File: config.mk
export PLATFORM = sky130hd
export DESIGN_NAME = eim_index_mode
export DESIGN_NICKNAME = d
export VERILOG_FILES = /design/src/logic/eim_pkg.sv /design/src/logic/eim_sync_if.sv /design/src/logic/eim_index_mode.sv /design/src/logic/eim_mark_sync.sv
export SDC_FILE = /design/constraint.sdc
export NUM_CORES = 1
export LEC_CHECK = 0
export ABC_AREA = 1
export BUFFER_PORTS_ARGS = -buffer_cell sky130_fd_sc_hd__buf_2
export CAP_MARGIN = 20
export CORE_AREA = 3 3 62 64
export DETAILED_ROUTE_END_ITERATION = 10
export DIE_AREA = 0 0 65 67
export HOLD_SLACK_MARGIN = 0.02
export PLACE_DENSITY = 0.93
export SETUP_SLACK_MARGIN = 0.1
export SYNTH_ARGS = -nofsm -noshare
export SYNTH_HDL_FRONTEND = slang
export SYNTH_SLANG_ARGS = --single-unit
File: constraint.sdc
create_clock -name clock_in -period 3.35 [get_ports clock_in]
set_input_delay 0.335 -clock clock_in [delete_from_list [all_inputs] [get_ports clock_in]]
set_output_delay 0.335 -clock clock_in [all_outputs]
set_load 0.02 [all_outputs]
File: src/logic/eim_pkg.sv
package eim_pkg;
  // command codes that switch the data line into index output
  localparam logic [7:0] CMD_IDX_TEMP = 8'h54;
  localparam logic [7:0] CMD_IDX_PERM = 8'h5f;
  // clock rate and documented delays
  localparam int CLK_HZ = 40000000;
  localparam int START_DELAY_US = 6000;
  localparam int TAIL_DELAY_US = 5000;
  localparam int START_CYCLES = (START_DELAY_US / 1000) * (CLK_HZ / 1000);
  localparam int TAIL_CYCLES = (TAIL_DELAY_US / 1000) * (CLK_HZ / 1000);
  localparam int CNT_W = 24;
  // line output value after reset: released, serial mode
  localparam logic LINE_RESET = 1'b0;
  typedef enum logic [2:0] {EIM_SERIAL, EIM_WAIT, EIM_TEMP_WAIT_MARK, EIM_TEMP_MARK, EIM_TEMP_TAIL,
                            EIM_PERM} eim_state_t;
endpackage : eim_pkg

File: src/logic/eim_sync_if.sv
`timescale 1ns/1ps
// carries the synchronised index mark between the filter and the mode logic
interface eim_sync_if;
  logic mark;
  modport src (output mark);
  modport dst (input mark);
endinterface : eim_sync_if

File: src/logic/eim_index_mode.sv
`timescale 1ns/1ps
// Function
// RULE1 - command 54h enters temporary index mode, line low until mark seen
// RULE2 - line driven low about 6 ms after either index command
// RULE3 - in index mode line is high while on mark, low otherwise
// RULE4 - temporary mode holds line low 5 ms after leaving mark
// RULE5 - then return to serial command mode and accept commands again
// RULE6 - command 5Fh enters permanent index mode showing mark on line
// RULE7 - permanent mode lasts until power loss; reset returns serial mode
// RULE8 - no command decoding or answers while any index mode is active
module eim_index_mode #(
  parameter int START_CYCLES = eim_pkg::START_CYCLES,
  parameter int TAIL_CYCLES = eim_pkg::TAIL_CYCLES
) (
  input wire logic clock_in,
  input wire logic reset_in,
  input wire logic [7:0] cmd_code_in,
  input wire logic cmd_valid_in,
  input wire logic index_mark_in,
  input wire logic serial_data_in,
  input wire logic serial_oe_in,
  output logic cmd_accept_out,
  output logic line_data_out,
  output logic line_oe_out,
  output logic index_mode_out,
  output logic serial_mode_out
);
  eim_sync_if mark_if ();
  eim_pkg::eim_state_t state_r;
  eim_pkg::eim_state_t state_nxt;
  logic perm_pend_r;
  logic [eim_pkg::CNT_W-1:0] cnt_r;
  logic line_r;
  logic oe_r;
  logic hit_temp;
  logic hit_perm;

  // the counter width caps both delays at 2**CNT_W cycles; the defaults need 18 bits
  // true on the last cycle of a delay of the given length
  function automatic logic cnt_done(input logic [eim_pkg::CNT_W-1:0] cnt, input int cycles);
    return cnt == eim_pkg::CNT_W'(cycles - 1);
  endfunction : cnt_done

  // one decoder for both index commands, so their gating can never drift apart
  function automatic logic code_hit(input logic valid, input logic gate, input logic [7:0] code,
                                    input logic [7:0] want);
    return valid && gate && (code == want);
  endfunction : code_hit

  // mark level after the three-flop agreement filter
  eim_mark_sync u_sync (
    .clock_in(clock_in),
    .reset_in(reset_in),
    .raw_in(index_mark_in),
    .sync(mark_if.src)
  );

  // commands are only decoded in serial mode
  assign cmd_accept_out = (state_r == eim_pkg::EIM_SERIAL); // [RULE8]
  assign hit_temp = code_hit(cmd_valid_in, cmd_accept_out, cmd_code_in, eim_pkg::CMD_IDX_TEMP); // [RULE1]
  assign hit_perm = code_hit(cmd_valid_in, cmd_accept_out, cmd_code_in, eim_pkg::CMD_IDX_PERM); // [RULE6]

  // next state
  always_comb begin
    state_nxt = state_r;
    case (state_r)
      eim_pkg::EIM_SERIAL: begin
        if (hit_temp || hit_perm) begin
          state_nxt = eim_pkg::EIM_WAIT;
        end
      end
      eim_pkg::EIM_WAIT: begin
        // commands arriving now are refused by cmd_accept_out, not queued
        if (cnt_done(cnt_r, START_CYCLES)) begin // [RULE2]
          state_nxt = perm_pend_r ? eim_pkg::EIM_PERM : eim_pkg::EIM_TEMP_WAIT_MARK;
        end
      end
      eim_pkg::EIM_TEMP_WAIT_MARK: begin
        if (mark_if.mark) begin
          state_nxt = eim_pkg::EIM_TEMP_MARK;
        end
      end
      eim_pkg::EIM_TEMP_MARK: begin
        if (!mark_if.mark) begin
          state_nxt = eim_pkg::EIM_TEMP_TAIL;
        end
      end
      eim_pkg::EIM_TEMP_TAIL: begin
        if (cnt_done(cnt_r, TAIL_CYCLES)) begin // [RULE4]
          state_nxt = eim_pkg::EIM_SERIAL; // [RULE5]
        end
      end
      eim_pkg::EIM_PERM: begin
        state_nxt = eim_pkg::EIM_PERM; // only reset (power) leaves it [RULE7]
      end
      // a corrupt state code falls back to serial, the safe owner of the line
      default: begin
        state_nxt = eim_pkg::EIM_SERIAL;
      end
    endcase
  end

  // state register; reset stands in for power-up
  always_ff @(posedge clock_in or posedge reset_in) begin
    if (reset_in) begin
      state_r <= eim_pkg::EIM_SERIAL; // [RULE7]
    end else begin
      state_r <= state_nxt;
    end
  end

  // remembers which command started the delay
  // a refused command cannot reach here, since both hits need cmd_accept_out
  always_ff @(posedge clock_in or posedge reset_in) begin
    if (reset_in) begin
      perm_pend_r <= 1'b0;
    end else if (hit_temp || hit_perm) begin
      perm_pend_r <= hit_perm;
    end
  end

  // delay counter restarts on every state change
  // it holds still in the other states; only the two delays read it
  always_ff @(posedge clock_in or posedge reset_in) begin
    if (reset_in) begin
      cnt_r <= '0;
    end else if (state_nxt != state_r) begin
      cnt_r <= '0;
    end else if (state_r == eim_pkg::EIM_WAIT || state_r == eim_pkg::EIM_TEMP_TAIL) begin
      cnt_r <= cnt_r + eim_pkg::CNT_W'(1);
    end
  end

  // line drive: serial side owns it in serial mode, index logic otherwise
  // keyed on state_nxt so the line changes on the same edge as the state
  always_ff @(posedge clock_in or posedge reset_in) begin
    if (reset_in) begin
      line_r <= eim_pkg::LINE_RESET;
      oe_r <= 1'b0;
    end else begin
      case (state_nxt)
        eim_pkg::EIM_SERIAL: begin
          line_r <= serial_data_in;
          oe_r <= serial_oe_in;
        end
        eim_pkg::EIM_WAIT: begin
          line_r <= serial_data_in; // nothing forced yet during the start delay
          oe_r <= 1'b0; // no replies during start delay [RULE2]
        end
        eim_pkg::EIM_TEMP_TAIL: begin
          line_r <= 1'b0; // [RULE4]
          oe_r <= 1'b1;
        end
        default: begin
          line_r <= mark_if.mark; // [RULE3]
          oe_r <= 1'b1; // [RULE1]
        end
      endcase
    end
  end

  assign line_data_out = line_r;
  assign line_oe_out = oe_r;
  assign index_mode_out = (state_r != eim_pkg::EIM_SERIAL);
  assign serial_mode_out = (state_r == eim_pkg::EIM_SERIAL);

  // a decoded index command enters the start delay with the line released
  start_delay_a: assert property (@(posedge clock_in) disable iff (reset_in) // [RULE2]
    (state_r == eim_pkg::EIM_SERIAL && (hit_temp || hit_perm)) |=> !line_oe_out ##0
    (state_r == eim_pkg::EIM_WAIT)) else $error("start delay not entered");
  no_decode_a: assert property (@(posedge clock_in) disable iff (reset_in) // [RULE8]
    index_mode_out |-> !cmd_accept_out && !hit_temp && !hit_perm) else $error("command accepted in index mode");
  mark_high_a: assert property (@(posedge clock_in) disable iff (reset_in) // [RULE3]
    (state_r == eim_pkg::EIM_PERM && $past(state_r) == eim_pkg::EIM_PERM) |=>
    (line_data_out == $past(mark_if.mark)) && line_oe_out) else $error("line does not follow mark");
  perm_stays_a: assert property (@(posedge clock_in) disable iff (reset_in) // [RULE7]
    (state_r == eim_pkg::EIM_PERM) |=> (state_r == eim_pkg::EIM_PERM)) else $error("permanent mode left");
  tail_low_a: assert property (@(posedge clock_in) disable iff (reset_in) // [RULE4]
    (state_r == eim_pkg::EIM_TEMP_TAIL) |-> (line_data_out == 1'b0) && line_oe_out)
    else $error("tail not driven low");
  tail_ends_a: assert property (@(posedge clock_in) disable iff (reset_in) // [RULE5]
    (state_r == eim_pkg::EIM_TEMP_TAIL && cnt_r == eim_pkg::CNT_W'(TAIL_CYCLES - 1)) |=> serial_mode_out)
    else $error("no return to serial");
  temp_entry_a: assert property (@(posedge clock_in) disable iff (reset_in) // [RULE1]
    (state_r == eim_pkg::EIM_WAIT && !perm_pend_r && cnt_r == eim_pkg::CNT_W'(START_CYCLES - 1)) |=>
    (state_r == eim_pkg::EIM_TEMP_WAIT_MARK)) else $error("temporary mode not entered");
  perm_entry_a: assert property (@(posedge clock_in) disable iff (reset_in) // [RULE6]
    (state_r == eim_pkg::EIM_WAIT && perm_pend_r && cnt_r == eim_pkg::CNT_W'(START_CYCLES - 1)) |=>
    (state_r == eim_pkg::EIM_PERM) ##1 line_oe_out) else $error("permanent mode not entered");

  // further checks on each phase of the mode logic
  // refused commands must not change which mode the delay ends in
  refused_keep_a: assert property (@(posedge clock_in) disable iff (reset_in) // [RULE8]
    (index_mode_out && cmd_valid_in) |=> $stable(perm_pend_r)) else $error("refused command changed mode");
  // the line is released for the whole start delay, which never overruns its count
  wait_release_a: assert property (@(posedge clock_in) disable iff (reset_in) // [RULE2]
    (state_r == eim_pkg::EIM_WAIT) |-> !line_oe_out && (cnt_r < eim_pkg::CNT_W'(START_CYCLES)))
    else $error("line driven in start delay");
  // only the two index codes leave serial mode
  other_codes_a: assert property (@(posedge clock_in) disable iff (reset_in) // [RULE1]
    (serial_mode_out && !hit_temp && !hit_perm) |=> serial_mode_out)
    else $error("serial mode left without command");
  // before the mark the temporary mode holds the line low
  wait_low_a: assert property (@(posedge clock_in) disable iff (reset_in) // [RULE1]
    (state_r == eim_pkg::EIM_TEMP_WAIT_MARK && $past(state_r) == eim_pkg::EIM_TEMP_WAIT_MARK) |->
    !line_data_out && line_oe_out) else $error("line not low before mark");
  // a seen mark raises the line on the next edge
  mark_rise_a: assert property (@(posedge clock_in) disable iff (reset_in) // [RULE3]
    (state_r == eim_pkg::EIM_TEMP_WAIT_MARK && mark_if.mark) |=>
    (state_r == eim_pkg::EIM_TEMP_MARK) && line_data_out) else $error("mark not shown on line");
  // on the mark the line stays high
  temp_high_a: assert property (@(posedge clock_in) disable iff (reset_in) // [RULE3]
    (state_r == eim_pkg::EIM_TEMP_MARK) |-> line_data_out && line_oe_out) else $error("line low on mark");
  // permanent mode always drives the line
  perm_drive_a: assert property (@(posedge clock_in) disable iff (reset_in) // [RULE6]
    (state_r == eim_pkg::EIM_PERM) |-> line_oe_out && index_mode_out)
    else $error("line released in permanent mode");
  // the tail never outlasts its count
  tail_bound_a: assert property (@(posedge clock_in) disable iff (reset_in) // [RULE4]
    (state_r == eim_pkg::EIM_TEMP_TAIL) |-> (cnt_r < eim_pkg::CNT_W'(TAIL_CYCLES))) else $error("tail overran");
  // in serial mode the line repeats the transmitter one cycle later
  serial_follow_a: assert property (@(posedge clock_in) disable iff (reset_in) // [RULE5]
    (state_nxt == eim_pkg::EIM_SERIAL) |=> (line_data_out == $past(serial_data_in)) &&
    (line_oe_out == $past(serial_oe_in))) else $error("line does not follow serial side");
endmodule : eim_index_mode

File: src/logic/eim_mark_sync.sv
`timescale 1ns/1ps
// three flops; the level changes only once the second and third agree
module eim_mark_sync (
  input wire logic clock_in,
  input wire logic reset_in,
  input wire logic raw_in,
  eim_sync_if.src sync
);
  logic s1_r;
  logic s2_r;
  logic s3_r;
  logic level_r;

  // s1 feeds only s2, to keep metastability contained
  always_ff @(posedge clock_in or posedge reset_in) begin
    if (reset_in) begin
      s1_r <= 1'b0;
      s2_r <= 1'b0;
      s3_r <= 1'b0;
    end else begin
      s1_r <= raw_in;
      s2_r <= s1_r;
      s3_r <= s2_r;
    end
  end

  // agreement filter
  always_ff @(posedge clock_in or posedge reset_in) begin
    if (reset_in) begin
      level_r <= 1'b0;
    end else if (s2_r == s3_r) begin
      level_r <= s3_r;
    end
  end

  assign sync.mark = level_r;
endmodule : eim_mark_sync

==> results of run 1 <==
## state kept, by name (all words and copies together), names as in the netlist
register	cells
perm_pend_r	1
line_data_out	1
u_sync.s3_r	1
u_sync.sync.mark	1
line_oe_out	1
state_r	3
cnt_r	24
u_sync.s2_r	1
u_sync.s1_r	1
## how the worst max path moves through the flow
| stage | from | endpoint | slack [ns] | cells after the start |
|---|---|---|---|---|
| global route | state_r[2]$_DFF_PP0_ | cnt_r[21]$_DFFE_PP0P_ | 1.11 | 11 |
| finish | state_r[2]$_DFF_PP0_ | cnt_r[7]$_DFFE_PP0P_ | 1.34 | 9 |
| detailed placement | state_r[2]$_DFF_PP0_ | cnt_r[7]$_DFFE_PP0P_ | 1.35 | 9 |
| global placement | state_r[0]$_DFF_PP0_ | cnt_r[7]$_DFFE_PP0P_ | 1.44 | 9 |
| floorplan | state_r[0]$_DFF_PP0_ | cnt_r[15]$_DFFE_PP0P_ | 1.69 | 12 |
| CTS | state_r[2]$_DFF_PP0_ | cnt_r[7]$_DFFE_PP0P_ | 1.33 | 9 |
## synthesized netlist by cell type, drive strengths merged
cell | instances | area, µm²
nor2 | 69 | 332
nand2 | 61 | 257
inv | 39 | 149
dfrtp | 34 | 851
nand3 | 25 | 130
nand4 | 13 | 87.6
xnor2 | 10 | 87.6
xor2 | 7 | 61.3
buf | 5 | 46.3
nor3 | 5 | 30.0
o21ai | 2 | 10.0
a21oi | 1 | 5.00
a31o | 1 | 8.76
ha | 1 | 12.5
maj3 | 1 | 10.0
mux2i | 1 | 10.0
nor4 | 1 | 6.26
## layer usage
layer / vias to the layer above / global-route usage / part of all wire
li1: 902 / - / -
met1: 812 / 0.261 / 0.45
met2: 35 / 0.382 / 0.48
met3: 9 / 0.0573 / 0.050
met4: 0 / 0.0923 / 0.019
met5: - / 0 / 0
## critical path, stage by stage (launching register included)
cell and delay (ns):
dfrtp_1 0.47, inv_1 0.10, nand3_1 0.11, nand2_1 0.35, inv_1 0.16, nor2_1 0.21
nand3_1 0.15, nor2_1 0.14, xnor2_1 0.14, nor2_2 0.05
## per-stage QoR
step,instances,worst slack (ns)
CTS,344,1.33
detailed placement,336,1.35
global placement,336,1.44
global route,344,1.11
finish,344,1.34
floorplan,276,1.69
## where the power goes
part           switching (mW)  internal [mW]
logic                  0.0128        0.00836
clock network           0.138          0.101
registers             0.00258          0.414
total                   0.153          0.523
## cell families after synthesis
group / after synthesis / synth area share
adders and majority gates: 2 / 0.0108
buffers and inverters: 44 / 0.0932
DFF: 34 / 0.406
AOI/OAI and AO/OA: 4 / 0.0114
muxes: 1 / 0.00478
and+or+nand+nor: 174 / 0.402
xor gates and xnor gates: 17 / 0.0711
## final cells by class
class	count	area, µm²
Fill cell	274	1070
Multi-Input combinational cell	198	1050
Sequential cell	34	851
Inverter	39	149
Timing Repair Buffer	19	97.6
Tap cell	46	57.6
Clock buffer	6	51.3
Clock inverter	2	12.5
==> results.yml, run 1 <==
global_routing:
  overflow: 0
  grt_pass1_vias: 1737
  grt_pass1_wl_mm: 7.33
  grt_max_degree: 35
  track_usage: 0.222
  grt_antenna_before_repair: 0
floorplan:
  die_h_um: 67
  row_count: 21
  ios: 19
  core_um2: 3340
  die_x_um: 65
  die_area_um2: 4360
  start_util: 0.627
final_layout:
  n_antenna_cell: 0
  area_delta_synth_final_pct: 8.25
  fin_area_um2: 2270
  layout_commonest_cell: "nand2_1"
  drive_gt1_frac: 0.235
  final_cell_mix: "52 x nand2_1, 42 x nor2_1, 36 x inv_1, 34 x dfrtp_1, 26 x nor2_2"
  final_util: 0.679
  final_nets: 312
worst_setup_path:
  critical_path_class: "register to register"
  r2r-start: "state_r[2]$_DFF_PP0_"
  r2r_end: "cnt_r[7]$_DFFE_PP0P_"
  path_max_fanout: 11
  required_ns: 3.57
  rrSetupSlack_ns: 1.34
  arrival_ns: 2.24
  ff2ff_path_depth: 9
  end_kind: "register"
  startpoint_type: "register"
synth:
  syn_inst: 276
  synth_sequential_area_ratio: 0.406
  syn_area_um2: 2090
  syn_area_per_cell_um2: 7.58
  yosysWarnings: 0
  ys_types: 29
  syn_nets: 291
  ys_seq_elements: 34
run_status:
  status: "completed"
sta:
  final.setup.tns_ns: 0
  slew_viol_final: 0
  relSlewSlack: 0.717
  min_period_ns: 2.01
  hold_violations: 0
  fmax_mhz: 497
  fin_skew_ns: 0.0130
  fin_crit_sh: 0.601
  whs_ns: 0.0627
  rsz0062_at_grt: "no"
  setup_violations: 0
  worstMarginPinSlew_ns: 0.424
cts:
  postCtsSetupRepairBufs: 0
  clock_path_buffers: 2
  cts_tree: "yes"
  cts_buffers: 5
  insertion_delay_ns: 0.34
  cts.sinks: 34
  root_buffer: "clkbuf_4"
  htreeDepth: 2
  clkTransAtPathRegs_ns: 0.11
  holdBufCountCts: 0
  cts_resized: 0
job:
  max-cap-violations: 0
power:
  leakagePower_nw: 1.12
  p_per_area_nw_per_um2: 298
  vdd_drop_max_mv: 0.228
  power_uw: 676
placement:
  dpl-instance-area_um2: 2200
  gp_congestion: 0.957
  dp_hpwl_mm: 3.02
  portBuffers: 18
detailed_routing:
  routedWlPerCell_um: 11.7
  drcViolationCount: 0
  vias: 1758
  first_iter_violations: 111
  drt_wl_total_mm: 4.02
  vias_per_cell: 5.11
  drt.antenna.violating_nets: 0
  firstDrtPassIters: 4
hold_path:
  hold_path_class: "input port to asynchronous set/reset pin"
Power figures use the tool's default switching activity.
==> run 2, diff against run 1 <==
--- a/config.mk
+++ b/config.mk
@@ -8,11 +8,11 @@
 export ABC_AREA = 1
 export BUFFER_PORTS_ARGS = -buffer_cell sky130_fd_sc_hd__buf_2
 export CAP_MARGIN = 20
-export CORE_AREA = 3 3 62 64
+export CORE_AREA = 3 3 67 69
 export DETAILED_ROUTE_END_ITERATION = 10
-export DIE_AREA = 0 0 65 67
+export DIE_AREA = 0 0 70 72
 export HOLD_SLACK_MARGIN = 0.02
-export PLACE_DENSITY = 0.93
+export PLACE_DENSITY = 0.85
 export SETUP_SLACK_MARGIN = 0.1
 export SYNTH_ARGS = -nofsm -noshare
 export SYNTH_HDL_FRONTEND = slang
==> constraint.sdc (replaced) <==
create_clock -name clock_in -period 1.7 [get_ports clock_in]
set_input_delay 0.17 -clock clock_in [delete_from_list [all_inputs] [get_ports clock_in]]
set_output_delay 0.17 -clock clock_in [all_outputs]
set_load 0.02 [all_outputs]
==> results.yml, run 2 (same netlist as run 1, synthesis figures left out) <==
final_layout:
  largest_register_ff_count: 24
  final_cell_mix: "42 x nand2_1, 33 x buf_4, 31 x nor2_2, 30 x inv_1, 27 x nor2_1"
  final_nets: 351
  area_delta_synth_final_pct: 38.2
  top_register: "cnt_r"
  largest_registers: "cnt_r: 24 flops, state_r: 3 flops"
  layout_commonest_cell: "nand2_1"
  drive_gt1_frac: 0.466
  n_antenna_cell: 0
detailed_routing:
  routedWlPerCell_um: 15.4
  drt.antenna.violating_nets: 0
  drcViolationCount: 0
  vias: 2140
  firstDrtPassIters: 4
  first_iter_violations: 143
  drt_wl_total_mm: 5.96
  vias_per_cell: 5.53
power:
  leakagePower_nw: 1.37
  vdd_drop_max_mv: 0.479
  power_mw: 1.50
  p_per_area_nw_per_um2: 517
worst_setup_path:
  ff2ff_path_depth: 11
  critPathMaxStageDelay_ns: 0.44
  rrSetupSlack_ns: -0.13
  arrival_ns: 2.01
  worstPathCellList: "nor2_2, nand2_1, nor2_2, nand4_1, nand2_2, nand2_2, nand2_2, nand2_4, nand2_8, clkbuf_16, nor2_2"
  end_kind: "register"
  critPathSlowestCell: "dfrtp_2"
  path_max_fanout: 6
  startpoint_type: "register"
  r2r-start: "cnt_r[7]$_DFFE_PP0P_"
  critical_path_class: "register to register"
  required_ns: 1.88
  r2r_end: "cnt_r[8]$_DFFE_PP0P_"
job:
  max-cap-violations: 0
hold_path:
  hold_depth: 3
  hold_start: "serial_data_in"
  hold_path_class: "input port to register"
  hold_end: "line_data_out$_DFF_PP0_"
sta:
  min_period_ns: 1.83
  setup_ws_ns: -0.132
  slew_viol_final: 0
  worstMarginPinSlew_ns: 0.447
  fin_crit_sh: 1.08
  fin_skew_ns: 0.00901
  setup_violations: 24
  whs_ns: 0.104
  hold_violations: 0
  rsz0062_at_grt: "yes"
  relSlewSlack: 0.702
  fmax_mhz: 546
floorplan:
  die_h_um: 72
  core_um2: 3970
  die_area_um2: 5040
  start_util: 0.527
  ios: 19
  die_x_um: 70
  row_count: 23
global_routing:
  grt_max_degree: 35
  overflow: 0
  grt_pass1_vias: 1957
  grt_pass1_wl_mm: 8.18
  track_usage: 0.204
  grt_antenna_before_repair: 0
placement:
  portBuffers: 18
  dp_hpwl_mm: 3.24
  gp_congestion: 0.894
cts:
  cts_tree: "yes"
  clock_path_buffers: 2
  insertion_delay_ns: 0.29
  cts.sinks: 34
  htreeDepth: 2
  cts_buffers: 5
  root_buffer: "clkbuf_8"
  clkTransAtPathRegs_ns: 0.07
run_status:
  violations: "setup timing"
  status: "complete, but fails checks"
-- run 2: worst max-delay path by stage --
stage / startpoint / end / cells past startpoint
floorplan: cnt_r[0]$_DFFE_PP0P_ / cnt_r[7]$_DFFE_PP0P_ / 11
detailed placement: cnt_r[0]$_DFFE_PP0P_ / cnt_r[21]$_DFFE_PP0P_ / 11
finish: cnt_r[7]$_DFFE_PP0P_ / cnt_r[8]$_DFFE_PP0P_ / 11
global placement: cnt_r[0]$_DFFE_PP0P_ / cnt_r[20]$_DFFE_PP0P_ / 11
CTS: cnt_r[1]$_DFFE_PP0P_ / cnt_r[20]$_DFFE_PP0P_ / 11
global route: cnt_r[15]$_DFFE_PP0P_ / cnt_r[8]$_DFFE_PP0P_ / 12
-- run 2: cell type report --
cell class	count	area [µm²]
Multi-Input combinational cell	198	1270
Fill cell	245	1080
Sequential cell	34	862
Timing Repair Buffer	58	462
Inverter	39	149
Clock buffer	7	86.3
Tap cell	50	62.6
Clock inverter	1	5.00
-- run 2: routing by layer --
metal,up-vias,global-route usage,share of wire
met5,-,0,0
met4,0,0.106,0.059
met3,39,0.0457,0.058
met2,105,0.364,0.50
met1,1013,0.227,0.38
li1,983,-,-
-- run 2: critical path, delay by kind of cell, from the launching register on --
kind          cells  cell delay, ns
buf+inv           1            0.16
flops             1            0.44
simple gates     10            1.11
-- run 2: power breakdown --
group | total (mW) | switching (mW) | internal (mW)
combinational | 0.0479 | 0.0283 | 0.0196
sequential | 0.821 | 0.00491 | 0.816
clock | 0.627 | 0.301 | 0.327
total | 1.50 | 0.334 | 1.16
-- run 2: metrics by stage --
step           utilization  instances  cell area [µm²]  worst slack, ns  TNS [ns]
6_report             0.728        387             2890           -0.132     -2.43
5_1_grt              0.728        387             2890           -0.229     -4.70
4_1_cts              0.653        373             2590          0.00855         0
3_5_place_dp         0.590        354             2340          -0.0804     -1.49
3_3_place_gp         0.590        354             2340           0.0206         0
2_1_floorplan            -        276             2100            0.106         0
-- run 2: repair_timing --
item | CTS | global route
hold endpoints to repair | 35 | 0
gates cloned | 1 | 1
setup buffers | 8 | 15
endpoints found under the setup margin | 24 | 26
resized for setup | 14 | 55
hold buffers | 2 | 0
pin swaps | 1 | 33
==> run 3, diff against run 2 <==
--- a/config.mk
+++ b/config.mk
@@ -8,11 +8,12 @@
 export ABC_AREA = 1
 export BUFFER_PORTS_ARGS = -buffer_cell sky130_fd_sc_hd__buf_2
 export CAP_MARGIN = 20
-export CORE_AREA = 3 3 67 69
+export CORE_AREA = 3 3 66 68
+export CTS_BUF_LIST = sky130_fd_sc_hd__clkbuf_8
 export DETAILED_ROUTE_END_ITERATION = 10
-export DIE_AREA = 0 0 70 72
+export DIE_AREA = 0 0 69 71
 export HOLD_SLACK_MARGIN = 0.02
-export PLACE_DENSITY = 0.85
+export PLACE_DENSITY = 0.87
 export SETUP_SLACK_MARGIN = 0.1
 export SYNTH_ARGS = -nofsm -noshare
 export SYNTH_HDL_FRONTEND = slang
==> results.yml, run 3 (same netlist as run 1, synthesis figures left out) <==
final_layout:
  final_nets: 372
  n_antenna_cell: 0
  fillCellCount: 190
  top_register: "cnt_r"
  area_delta_synth_final_pct: 49.8
  final_cells: 408
  drive_gt1_frac: 0.514
  largest_registers: "cnt_r: 24 flops, state_r: 3 flops"
  final_cell_mix: "50 x buf_4, 42 x nand2_1, 29 x inv_1, 28 x nor2_1, 26 x nor2_2"
  layout_commonest_cell: "buf_4"
  multi_input_area_um2: 1340
  largest_register_ff_count: 24
  seqCellArea_um2: 863
placement:
  place_ws_ns: -0.0958
  dp_hpwl_mm: 3.29
  gp_congestion: 0.886
  dp_cells: 357
  portBuffers: 18
floorplan:
  core_um2: 3910
  start_util: 0.535
  die_x_um: 69
  die_area_um2: 4900
  die_h_um: 71
  row_count: 23
  ios: 19
sta:
  fmax_mhz: 507
  worstMarginPinSlew_ns: 0.638
  whs_ns: 0.105
  rsz0062_at_grt: "yes"
  slew_viol_final: 0
  hold_violations: 0
  setup_ws_ns: -0.274
  final.setup.tns_ns: -5.75
  fin_crit_sh: 1.16
  fin_skew_ns: 0.0107
  min_period_ns: 1.97
  setup_violations: 26
  relSlewSlack: 0.571
cts:
  cts_buffers: 5
  clkTransAtPathRegs_ns: 0.08
  insertion_delay_ns: 0.30
  clock_path_buffers: 2
  htreeDepth: 2
  root_buffer: "clkbuf_8"
  cts_tree: "yes"
  cts.sinks: 34
worst_setup_path:
  critPathTopFamily: "simple AND/OR/NAND/NOR gates"
  critPathSlowestCell: "nor4_1"
  critPathMaxStageDelay_ns: 0.49
  critical_path_class: "register to register"
  arrival_ns: 2.16
  end_kind: "register"
  path_max_fanout: 8
  startpoint_type: "register"
  required_ns: 1.88
  cp_common_cell: "nor2_2"
  worstPathCellList: "inv_2, buf_4, nor4_1, nor2_2, nand4_1, nand2_4, nand2_8, buf_12, nor2_2"
  critPathBufInv: 3
detailed_routing:
  routedWlPerCell_um: 19.1
  first_iter_violations: 301
  drt.antenna.violating_nets: 0
  vias: 2448
  drt_wl_total_mm: 7.78
  drcViolationCount: 0
  firstDrtPassIters: 6
  vias_per_cell: 6.00
global_routing:
  grt_pass1_vias: 2039
  grt_max_degree: 35
  grt_antenna_before_repair: 0
  grt_pass1_wl_mm: 9.06
  overflow: 0
  track_usage: 0.229
job:
  max-cap-violations: 0
run_status:
  status: "complete, but fails checks"
  violations: "setup timing"
power:
  vdd_drop_max_mv: 0.298
  leakagePower_nw: 1.50
  p_per_area_nw_per_um2: 477
hold_path:
  hold_path_class: "input port to register"
[run 3: cell count changes in the layout (fill, tap and decap cells not counted), moves of 3 or more]
cell,change
buf_4,+17
nor2_4,+4
buf_6,+4
nor2_2,-5
nand3_4,+3
[run 3: report_power, final]
group,internal (mW),total [mW],switching [mW]
registers,0.815,0.822,0.00705
logic,0.0199,0.0481,0.0282
clock network,0.288,0.626,0.338
total,1.12,1.50,0.373
[run 3: metrics by stage]
step                utilization  power [mW]  area [µm²]
floorplan                     -       0.854        2100
global placement          0.604       0.877        2360
detailed placement        0.604       0.880        2360
CTS                       0.684        1.49        2680
global route              0.801        1.53        3140
finish                    0.801        1.50        3140
[run 3: layout make-up]
type / instances / area share
Clock buffer: 5 / 0.0219
Clock inverter: 3 / 0.00678
Inverter: 39 / 0.0475
Multi-Input combinational cell: 198 / 0.429
Sequential cell: 34 / 0.275
Tap cell: 50 / 0.0200
Timing Repair Buffer: 79 / 0.200
[run 3: tightest hold or removal path, stage by stage]
cell     delay [ns]
buf_2          0.08
nand3_1        0.07
nand2_1        0.06
[run 3: path summary, 6_finish.rpt]
path	slack, ns	cells after the start	endpoint	startpoint
max	-0.27	9	cnt_r[11]$_DFFE_PP0P_	state_r[0]$_DFF_PP0_
min	0.11	3	line_oe_out$_DFF_PP0_	serial_oe_in
max reg2reg	-0.27	9	cnt_r[11]$_DFFE_PP0P_	state_r[0]$_DFF_PP0_
min reg2reg	0.40	0	u_sync.s2_r$_DFF_PP0_	u_sync.s1_r$_DFF_PP0_
max in group asynchronous	0.84	4	cnt_r[10]$_DFFE_PP0P_	reset_in
min in group asynchronous	0.50	4	u_sync.s1_r$_DFF_PP0_	reset_in
[run 3: per-layer routing]
metal	vias up	part of all wire	GRT usage
met5	-	0	0
met4	0	0.066	0.106
met3	59	0.099	0.0440
met2	215	0.48	0.391
met1	1154	0.36	0.282
li1	1020	-	-
[run 3: what timing repair did]
item,4_1_cts,5_1_grt
gates resized for setup,26,60
hold buffers,2,0
hold endpoints to repair,35,0
cloned,0,1
setup endpoints to repair,25,26
setup buffers,15,26
pin swaps,8,45
